[src/hw/rx_status_pkg.sv]
package rx_status_pkg;

   // Register indices. The byte address on the bus is four times the index.
   localparam logic [11:0] IDX_LINK_PAGE      = 12'h300;
   localparam logic [11:0] IDX_DENSITY_CTRL   = 12'h45A;
   localparam logic [11:0] IDX_SPARE_ONE      = 12'h45B;
   localparam logic [11:0] IDX_SPARE_TWO      = 12'h45C;
   localparam logic [11:0] IDX_CHECKSUM       = 12'h45D;
   localparam logic [11:0] IDX_ALIGN_STATUS   = 12'h46C;
   localparam logic [11:0] IDX_DISP_STATUS    = 12'h46D;
   localparam logic [11:0] IDX_BAD_CODE       = 12'h46E;
   localparam logic [11:0] IDX_ERR_THRESHOLD  = 12'h470;
   localparam logic [11:0] IDX_ERR_CLEAR      = 12'h471;

   localparam logic [15:0] ADDR_LINK_PAGE     = {2'h0, IDX_LINK_PAGE, 2'h0};
   localparam logic [15:0] ADDR_DENSITY_CTRL  = {2'h0, IDX_DENSITY_CTRL, 2'h0};
   localparam logic [15:0] ADDR_SPARE_ONE     = {2'h0, IDX_SPARE_ONE, 2'h0};
   localparam logic [15:0] ADDR_SPARE_TWO     = {2'h0, IDX_SPARE_TWO, 2'h0};
   localparam logic [15:0] ADDR_CHECKSUM      = {2'h0, IDX_CHECKSUM, 2'h0};
   localparam logic [15:0] ADDR_ALIGN_STATUS  = {2'h0, IDX_ALIGN_STATUS, 2'h0};
   localparam logic [15:0] ADDR_DISP_STATUS   = {2'h0, IDX_DISP_STATUS, 2'h0};
   localparam logic [15:0] ADDR_BAD_CODE      = {2'h0, IDX_BAD_CODE, 2'h0};
   localparam logic [15:0] ADDR_ERR_THRESHOLD = {2'h0, IDX_ERR_THRESHOLD, 2'h0};
   localparam logic [15:0] ADDR_ERR_CLEAR     = {2'h0, IDX_ERR_CLEAR, 2'h0};

   // Field positions and reset values.
   localparam int          DENSE_FLAG_BIT     = 7;
   localparam logic        DENSE_FLAG_VALUE   = 1'h1;
   localparam int          CTRL_BITS_W        = 5;
   localparam logic [4:0]  CTRL_BITS_RESET    = 5'h00;
   localparam logic [7:0]  SPARE_RESET        = 8'h00;
   localparam logic [7:0]  CHECKSUM_RESET     = 8'h00;
   localparam logic [7:0]  STATUS_RESET       = 8'h00;
   localparam logic [7:0]  LINK_PAGE_RESET    = 8'h00;
   localparam logic [7:0]  THRESHOLD_RESET    = 8'hFF;
   localparam int          LANES              = 8;

endpackage

[src/hw/lane_evt_if.sv]
`timescale 1ns/100ps
interface lane_evt_if #(
   parameter int CNT_W = 8
);
   logic             evt;
   logic             clr;
   logic [CNT_W-1:0] thr;
   logic [CNT_W-1:0] count;
   logic             flag;

   modport counter (input evt, input clr, input thr, output count, output flag);
   modport ctrl    (output evt, output clr, output thr, input count, input flag);
endinterface

[src/hw/serial_link_rx_status_regs.sv]
// Our own choice: the APB slave port.
`timescale 1ns/100ps
// Overview of operation
// - Dense packing flag reads constant one.
// - Five-bit control bits per sample, link zero.
// - Spare, checksum and status fields banked, chosen by link page; link page and threshold shared.
// - Two spare read/write bytes, reset zero.
// - Read/write configuration checksum byte, reset zero.
// - Per-lane alignment status byte, one means aligned.
// - Disparity error bit set when count reaches threshold.
// - Invalid code bit set when count reaches threshold.
module serial_link_rx_status_regs
   import rx_status_pkg::*;
#(
   parameter int NUM_LINKS = 2,
   parameter int CNT_W     = 8
) (
   input  wire logic                       clk_sys,
   input  wire logic                       reset,
   input  wire logic                       psel,
   input  wire logic                       penable,
   input  wire logic                       pwrite,
   input  wire logic [15:0]                paddr,
   input  wire logic [31:0]                pwdata,
   output logic                            pready,
   output logic      [31:0]                prdata,
   output logic                            pslverr,
   input  wire logic [CTRL_BITS_W-1:0]     ctrl_bits_per_sample,
   input  wire logic [NUM_LINKS*LANES-1:0] lane_align_ok,
   input  wire logic [NUM_LINKS*LANES-1:0] lane_disp_err_evt,
   input  wire logic [NUM_LINKS*LANES-1:0] lane_bad_code_evt
);

   localparam int PAGE_W = (NUM_LINKS > 1) ? $clog2(NUM_LINKS) : 1;

   typedef enum logic [1:0] {
      BUS_IDLE   = 2'b00,
      BUS_SETUP  = 2'b01,
      BUS_ACCESS = 2'b10
   } bus_phase_t;

   bus_phase_t                 phase;
   logic                       setup_cyc;
   logic                       access_cyc;
   logic                       wr_take;
   logic                       hit;
   logic [31:0]                rd_word;

   logic [7:0]                 link_page_q;
   logic [PAGE_W-1:0]          page_sel;
   logic [CNT_W-1:0]           threshold_q;
   logic [NUM_LINKS-1:0]       clr_link;

   logic [CTRL_BITS_W-1:0]     ctrl_bits_q;
   logic [NUM_LINKS*LANES-1:0] align_q;
   logic [NUM_LINKS*LANES-1:0] disp_flags;
   logic [NUM_LINKS*LANES-1:0] bad_code_flags;

   logic                       wr_spare_one;
   logic                       wr_spare_two;
   logic                       wr_checksum;
   logic [7:0]                 spare_one_rd;
   logic [7:0]                 spare_two_rd;
   logic [7:0]                 checksum_rd;
   logic [7:0]                 align_rd;
   logic [7:0]                 disp_rd;
   logic [7:0]                 bad_code_rd;
   logic [7:0]                 density_rd;

   logic [31:0]                prdata_q;
   logic                       pslverr_q;

   ////////////////////////////////////////////////////////////////////////////
   // Bus phase. Read data is captured in the setup cycle so that the answer
   // comes from a flip-flop; pready is still high in the first access cycle, with no wait state.
   assign setup_cyc  = psel && !penable;
   assign access_cyc = psel && penable;
   assign wr_take    = access_cyc && pwrite;

   always_comb begin
      if (setup_cyc) begin
         phase = BUS_SETUP;
      end else if (access_cyc) begin
         phase = BUS_ACCESS;
      end else begin
         phase = BUS_IDLE;
      end
   end

   assign pready  = (phase == BUS_ACCESS);
   assign prdata  = prdata_q;
   assign pslverr = pslverr_q && pready;

   ////////////////////////////////////////////////////////////////////////////
   // Page select. Page values beyond the number of links fold onto the low
   // bits, so software must keep the page below the link count.
   assign page_sel = link_page_q[PAGE_W-1:0];

   always_ff @(posedge clk_sys or posedge reset) begin
      if (reset) begin
         link_page_q <= LINK_PAGE_RESET;
      end else if (wr_take && (paddr == ADDR_LINK_PAGE)) begin
         link_page_q <= pwdata[7:0];
      end
   end

   always_ff @(posedge clk_sys or posedge reset) begin
      if (reset) begin
         threshold_q <= CNT_W'(THRESHOLD_RESET);
      end else if (wr_take && (paddr == ADDR_ERR_THRESHOLD)) begin
         threshold_q <= pwdata[CNT_W-1:0];
      end
   end

   // Writing one to bit 0 of the clear register restarts the counters of the
   // selected link for one cycle; an error in that same cycle still counts.
   always_comb begin
      clr_link = '0;
      if (wr_take && (paddr == ADDR_ERR_CLEAR) && pwdata[0]) begin
         clr_link[page_sel] = 1'b1;
      end
   end

   ////////////////////////////////////////////////////////////////////////////
   // Link-side status capture.
   always_ff @(posedge clk_sys or posedge reset) begin
      if (reset) begin
         ctrl_bits_q <= CTRL_BITS_RESET;
      end else begin
         ctrl_bits_q <= ctrl_bits_per_sample;
      end
   end

   always_ff @(posedge clk_sys or posedge reset) begin
      if (reset) begin
         align_q <= '0;
      end else begin
         align_q <= lane_align_ok;
      end
   end

   ////////////////////////////////////////////////////////////////////////////
   // Error counters, one for each lane, link and error kind.
   for (genvar i = 0; i < NUM_LINKS*LANES; i++) begin : g_lane
      lane_evt_if #(.CNT_W(CNT_W)) disp_if ();
      lane_evt_if #(.CNT_W(CNT_W)) code_if ();

      assign disp_if.evt   = lane_disp_err_evt[i];
      assign disp_if.clr   = clr_link[i/LANES];
      assign disp_if.thr   = threshold_q;
      assign disp_flags[i] = disp_if.flag;

      assign code_if.evt       = lane_bad_code_evt[i];
      assign code_if.clr       = clr_link[i/LANES];
      assign code_if.thr       = threshold_q;
      assign bad_code_flags[i] = code_if.flag;

      lane_err_counter #(.CNT_W(CNT_W)) u_disp_cnt (
         .clk_sys (clk_sys),
         .reset   (reset),
         .lane    (disp_if)
      );

      lane_err_counter #(.CNT_W(CNT_W)) u_code_cnt (
         .clk_sys (clk_sys),
         .reset   (reset),
         .lane    (code_if)
      );
   end

   ////////////////////////////////////////////////////////////////////////////
   // Banked read/write bytes.
   assign wr_spare_one = wr_take && (paddr == ADDR_SPARE_ONE);
   assign wr_spare_two = wr_take && (paddr == ADDR_SPARE_TWO);
   // The checksum is accepted at any time; holding the core in soft reset
   // while it changes is left to software.
   assign wr_checksum  = wr_take && (paddr == ADDR_CHECKSUM);

   banked_byte_reg #(
      .NUM_LINKS (NUM_LINKS),
      .PAGE_W    (PAGE_W),
      .RESET_VAL (SPARE_RESET)
   ) u_spare_one (
      .clk_sys (clk_sys),
      .reset   (reset),
      .wr_en   (wr_spare_one),
      .page    (page_sel),
      .wr_data (pwdata[7:0]),
      .rd_data (spare_one_rd)
   );

   banked_byte_reg #(
      .NUM_LINKS (NUM_LINKS),
      .PAGE_W    (PAGE_W),
      .RESET_VAL (SPARE_RESET)
   ) u_spare_two (
      .clk_sys (clk_sys),
      .reset   (reset),
      .wr_en   (wr_spare_two),
      .page    (page_sel),
      .wr_data (pwdata[7:0]),
      .rd_data (spare_two_rd)
   );

   banked_byte_reg #(
      .NUM_LINKS (NUM_LINKS),
      .PAGE_W    (PAGE_W),
      .RESET_VAL (CHECKSUM_RESET)
   ) u_checksum (
      .clk_sys (clk_sys),
      .reset   (reset),
      .wr_en   (wr_checksum),
      .page    (page_sel),
      .wr_data (pwdata[7:0]),
      .rd_data (checksum_rd)
   );

   ////////////////////////////////////////////////////////////////////////////
   // Paged read views of the status bytes.
   always_comb begin
      density_rd                 = 8'h00;
      density_rd[DENSE_FLAG_BIT] = DENSE_FLAG_VALUE;
      if (page_sel == PAGE_W'(0)) begin
         density_rd[CTRL_BITS_W-1:0] = ctrl_bits_q;
      end
   end

   assign align_rd    = align_q[page_sel*LANES +: LANES];
   assign disp_rd     = disp_flags[page_sel*LANES +: LANES];
   assign bad_code_rd = bad_code_flags[page_sel*LANES +: LANES];

   ////////////////////////////////////////////////////////////////////////////
   // Address decode for reads. Unmapped addresses read zero with an error.
   always_comb begin
      rd_word = 32'h0000_0000;
      hit     = 1'b1;
      if (paddr == ADDR_LINK_PAGE) begin
         rd_word[7:0] = link_page_q;
      end else if (paddr == ADDR_DENSITY_CTRL) begin
         rd_word[7:0] = density_rd;
      end else if (paddr == ADDR_SPARE_ONE) begin
         rd_word[7:0] = spare_one_rd;
      end else if (paddr == ADDR_SPARE_TWO) begin
         rd_word[7:0] = spare_two_rd;
      end else if (paddr == ADDR_CHECKSUM) begin
         rd_word[7:0] = checksum_rd;
      end else if (paddr == ADDR_ALIGN_STATUS) begin
         rd_word[7:0] = align_rd;
      end else if (paddr == ADDR_DISP_STATUS) begin
         rd_word[7:0] = disp_rd;
      end else if (paddr == ADDR_BAD_CODE) begin
         rd_word[7:0] = bad_code_rd;
      end else if (paddr == ADDR_ERR_THRESHOLD) begin
         rd_word[CNT_W-1:0] = threshold_q;
      end else if (paddr == ADDR_ERR_CLEAR) begin
         rd_word = 32'h0000_0000;
      end else begin
         hit = 1'b0;
      end
   end

   always_ff @(posedge clk_sys or posedge reset) begin
      if (reset) begin
         prdata_q <= 32'h0000_0000;
      end else if (setup_cyc) begin
         prdata_q <= pwrite ? 32'h0000_0000 : rd_word;
      end
   end

   always_ff @(posedge clk_sys or posedge reset) begin
      if (reset) begin
         pslverr_q <= 1'b0;
      end else if (setup_cyc) begin
         pslverr_q <= !hit;
      end
   end

endmodule // serial_link_rx_status_regs

[src/hw/lane_err_counter.sv]
`timescale 1ns/100ps
module lane_err_counter
   import rx_status_pkg::*;
#(
   parameter int CNT_W = 8
) (
   input  wire logic       clk_sys,
   input  wire logic       reset,
   lane_evt_if.counter     lane
);

   localparam logic [CNT_W-1:0] CNT_MAX  = '1;
   localparam logic [CNT_W-1:0] CNT_ZERO = '0;
   localparam logic [CNT_W-1:0] CNT_ONE  = CNT_W'(1);

   logic [CNT_W-1:0] count_q;
   logic             flag_q;

   ////////////////////////////////////////////////////////////////////////////
   // Saturating so that a flood of errors never wraps back below threshold.
   always_ff @(posedge clk_sys or posedge reset) begin
      if (reset) begin
         count_q <= CNT_ZERO;
      end else if (lane.clr) begin
         count_q <= lane.evt ? CNT_ONE : CNT_ZERO;
      end else if (lane.evt && (count_q != CNT_MAX)) begin
         count_q <= count_q + CNT_ONE;
      end
   end

   always_ff @(posedge clk_sys or posedge reset) begin
      if (reset) begin
         flag_q <= 1'b0;
      end else begin
         flag_q <= (count_q >= lane.thr);
      end
   end

   assign lane.count = count_q;
   assign lane.flag  = flag_q;

endmodule // lane_err_counter

[src/hw/banked_byte_reg.sv]
`timescale 1ns/100ps
module banked_byte_reg
   import rx_status_pkg::*;
#(
   parameter int         NUM_LINKS = 2,
   parameter int         PAGE_W    = 1,
   parameter logic [7:0] RESET_VAL = 8'h00
) (
   input  wire logic              clk_sys,
   input  wire logic              reset,
   input  wire logic              wr_en,
   input  wire logic [PAGE_W-1:0] page,
   input  wire logic [7:0]        wr_data,
   output logic      [7:0]        rd_data
);

   logic [7:0] bank_q [NUM_LINKS];

   ////////////////////////////////////////////////////////////////////////////
   for (genvar l = 0; l < NUM_LINKS; l++) begin : g_bank
      always_ff @(posedge clk_sys or posedge reset) begin
         if (reset) begin
            bank_q[l] <= RESET_VAL;
         end else if (wr_en && (page == PAGE_W'(l))) begin
            bank_q[l] <= wr_data;
         end
      end
   end

   assign rd_data = bank_q[page];

endmodule // banked_byte_reg

[config.mk]
export PLATFORM = sky130hd
export DESIGN_NAME = serial_link_rx_status_regs
export DESIGN_NICKNAME = d
export VERILOG_FILES = /design/src/hw/rx_status_pkg.sv /design/src/hw/lane_evt_if.sv /design/src/hw/serial_link_rx_status_regs.sv /design/src/hw/lane_err_counter.sv /design/src/hw/banked_byte_reg.sv
export SDC_FILE = /design/constraint.sdc
export NUM_CORES = 1
export LEC_CHECK = 0
export BUFFER_PORTS_ARGS = -buffer_cell sky130_fd_sc_hd__buf_4
export CORE_MARGIN = 2
export CORE_UTILIZATION = 43
export DETAILED_ROUTE_END_ITERATION = 7
export PLACE_DENSITY = 0.67
export SETUP_SLACK_MARGIN = 0.05
export SLEW_MARGIN = 40
export SYNTH_ARGS = -nofsm -noshare
export SYNTH_HDL_FRONTEND = slang
export SYNTH_SLANG_ARGS = --single-unit
export TNS_END_PERCENT = 100
[constraint.sdc]
create_clock -name clk_sys -period 33.9 [get_ports clk_sys]
set_clock_uncertainty 0.05 [all_clocks]
set_input_delay 1.695 -clock clk_sys [delete_from_list [all_inputs] [get_ports clk_sys]]
set_output_delay 1.695 -clock clk_sys [all_outputs]
set_load 0.01 [all_outputs]
==> results.cfg <==
[placement]
dp_hpwl_um = 37200
place_ws_ps = 28990
portBuffers = 91
place.gp.congestion = 0.830

[worst_setup_path]
crit_slowest_cell = or4_1
cpPeakStageDelay_ps = 770
worstPathRequired_ps = 34340
critPathBufInv = 2
arrival_ps = 4810
r2r_setup_slack_ps = 30940
end_kind = flip-flop
r2r-end = g_lane[15].u_code_cnt.lane.flag
crit_fanout = 86
crit_path_cell_trace = buf_4 > or4_1 > nor3_4 > nand3_1 > nor2_4 > buf_6 > a22oi_1 > o21ai_0
r2r_start = g_lane[0].code_if.thr[2]
reg2reg_depth = 7
crit_type = in2reg
critical_path.top_delay_family = simple AND/OR/NAND/NOR gates
critPathLaunchType = primary input

[layout]
drive_gt1_frac = 0.119
postLayoutCoreUtil = 0.488
antenna_cells = 0
area_growth_pct = 12.3
final_nets = 2878

[min_path]
min_from = prdata[0]
hold_path_end = prdata[0]
min_delay_path_depth = 2
hp-class = reg2reg

[timing]
rsz0062_at_grt = false
relSlewSlack = 0.500
setup_viol = 0
fmax_mhz = 229
slew_viol_final = 0
period_share = 0.129
fin_setup_tns_ps = 0
hold_viol = 0
worst_slack_ps = 29530
post-route-min-period_ps = 4370
tightest_slew_ps = 749

[synth]
synth_edf_count = 0
yosysTopAreaCellShare = 0.400
syn_inst = 2380
synth.distinct_cells = 69
yosys_warnings = 0
async_flop_share = 1.00
syn_area_per_cell_um2 = 9.82
yosysMostFrequentCell = dfrtp_1
ys.flop_type = dfrtp_1
synth_area_leader_cell = dfrtp_1
yosysSeqAreaShare = 0.409
synth_area_leaders = dfrtp_1 40%, ha_1 15%, nor2_1 6.0%
synth-seq-cells = 382
synth_area_mm2 = 0.0234
yosys-top-cells-count = 374 x dfrtp_1, 371 x nor2_1, 288 x ha_1

[status]
status = finished clean

[run]
maxCapViolations = 0

[floorplan]
dieHeight_um = 237
core-area_mm2 = 0.0538
rows = 85
die-width_um = 237
die_area_mm2 = 0.0562
io_pins = 140
start_util = 0.434

[detailed_routing]
vias = 17874
drt_iter0_drc = 1090
dr.pass1.iters = 5
routedWlPerCell_um = 17.6
via_per_inst = 5.56
drcViolationCount = 0
ant_nets = 0
routed_wl_um = 56400

[global_route]
grt_pass1_wl_um = 91800
grt_pass1_vias = 17814
grt_max_degree = 108
grt_overflow = 0
grt_usage = 0.202
grt_most_used_layer = met2
grtUsageMet2 = 0.349
gr-usage-met3 = 0.0249
antenna_found_initial = 0
use_met1 = 0.259

[cts]
cts_setup_buffers = 0
tritoncts = built
cts_buffer_depth = 3
path_clk_slew_ps = 60
cts_buffers = 42
post_cts_resized = 0
cts_sinks = 382
htreeDepth = 2
root_buffer = clkbuf_16
worstSkewPairLatency_ps = 570
hold_buffers = 0

[power]
ir_drop_uv = 29.6
power.density_mw_per_mm2 = 56.2
p_leak_nw = 12.2
total_power_w = 0.00148
==> power breakdown <==
part           internal, W  total, W  switching, W
combinational     0.000154  0.000308      0.000154
clock             0.000275  0.000468      0.000193
sequential        0.000558  0.000699      0.000141
==> sequential cells by signal (all words and copies together) (netlist names) <==
name,flops
g_lane.u_disp_cnt.lane.count,128
u_spare_two.bank_q,16
ctrl_bits_q,5
g_lane.u_code_cnt.lane.flag,16
u_spare_one.bank_q,16
link_page_q,8
g_lane.u_disp_cnt.lane.flag,16
u_checksum.bank_q,16
prdata,8
g_lane.code_if.thr,8
pslverr_q,1
g_lane.u_code_cnt.lane.count,128
align_q,16
==> stage by stage <==
step                std cells  hold WS (ps)  cell area, um^2
detailed placement       3136           421            24800
global route             3213           463            26300
finish                   3213           443            26300
floorplan                2403           385            23500
global placement         3135           413            24800
CTS                      3213           435            26200
==> layout make-up <==
cell class              instances  area (um^2)
multi-input cells            1867        13200
inverters                      78          305
flip-flops and latches        382         9570
well taps                     696          871
repair buffers                113          883
fillers                      4886        27600
clock buffers                  64         1320
clock inverters                13          101
==> logic make-up (layout without fill, tap and decap cells) <==
logic type / count (synthesis) / in the layout / share of synthesized area
AOI/OAI and AO/OA: 353 / 353 / 0.0962
muxes: 126 / 126 / 0.0578
other: 1 / 24 / 0.000160
xor gates and xnor gates: 174 / 174 / 0.0652
and+or+nand+nor: 902 / 902 / 0.186
buffers and inverters: 154 / 268 / 0.0310
DFF: 382 / 382 / 0.409
adders and majority gates: 288 / 288 / 0.154
==> placed cells by master, fill, tap and decap left out, types with 6 or more instances in the layout <==
cell type	netlist	layout
conb_1	1	24
o41a_1	32	32
xnor2_1	91	91
and3_1	13	13
a21oi_1	94	94
or3_1	15	15
clkbuf_8	0	16
nand2_1	120	120
clkinv_2	0	8
nand3_2	7	7
nand4_1	48	48
o211ai_1	30	30
nor2b_1	33	33
and4_1	11	11
nand2b_1	35	35
mux2_2	72	72
dfrtp_1	374	373
o21ai_1	27	27
ha_1	288	288
nor3_1	67	65
o21ai_0	109	109
inv_1	78	76
nor2_4	6	8
nor4_1	10	9
nand3_1	132	132
o22ai_1	10	10
a211oi_1	6	6
a22oi_1	9	9
clkbuf_16	0	43
buf_4	24	106
xor2_1	83	83
buf_6	4	6
or4_1	8	8
mux2i_1	54	54
nor2_1	371	370
dfstp_2	8	8
o221ai_1	7	7
==> how the worst max path moves through the flow <==
| stage | startpoint | endpoint | slack [ps] | cells past startpoint |
|---|---|---|---|---|
| final | paddr[9] | g_lane[15].u_disp_cnt.lane.count[0] | 29530 | 8 |
| after CTS | paddr[9] | g_lane[15].u_disp_cnt.lane.count[0] | 29560 | 8 |
| after global placement | paddr[9] | g_lane[15].u_disp_cnt.lane.count[0] | 28810 | 8 |
| after global routing | paddr[9] | g_lane[13].u_code_cnt.lane.count[0] | 29390 | 8 |
| after floorplan | reset | align_q[0] | 21550 | 1 |
| after detailed placement | paddr[9] | g_lane[15].u_disp_cnt.lane.count[0] | 28990 | 8 |
==> tightest hold or removal path: stages (launching register included) <==
cell and delay (ps):
dfrtp_1 340, nand2_1 50, o21ai_1 60
==> per-layer routing <==
metal	wire length, um	up-vias
met1	25100	8770
met5	0	-
li1	-	8646
met4	1880	0
met3	2260	108
met2	27100	350
Note: power is estimated with default switching activity, not from simulation.
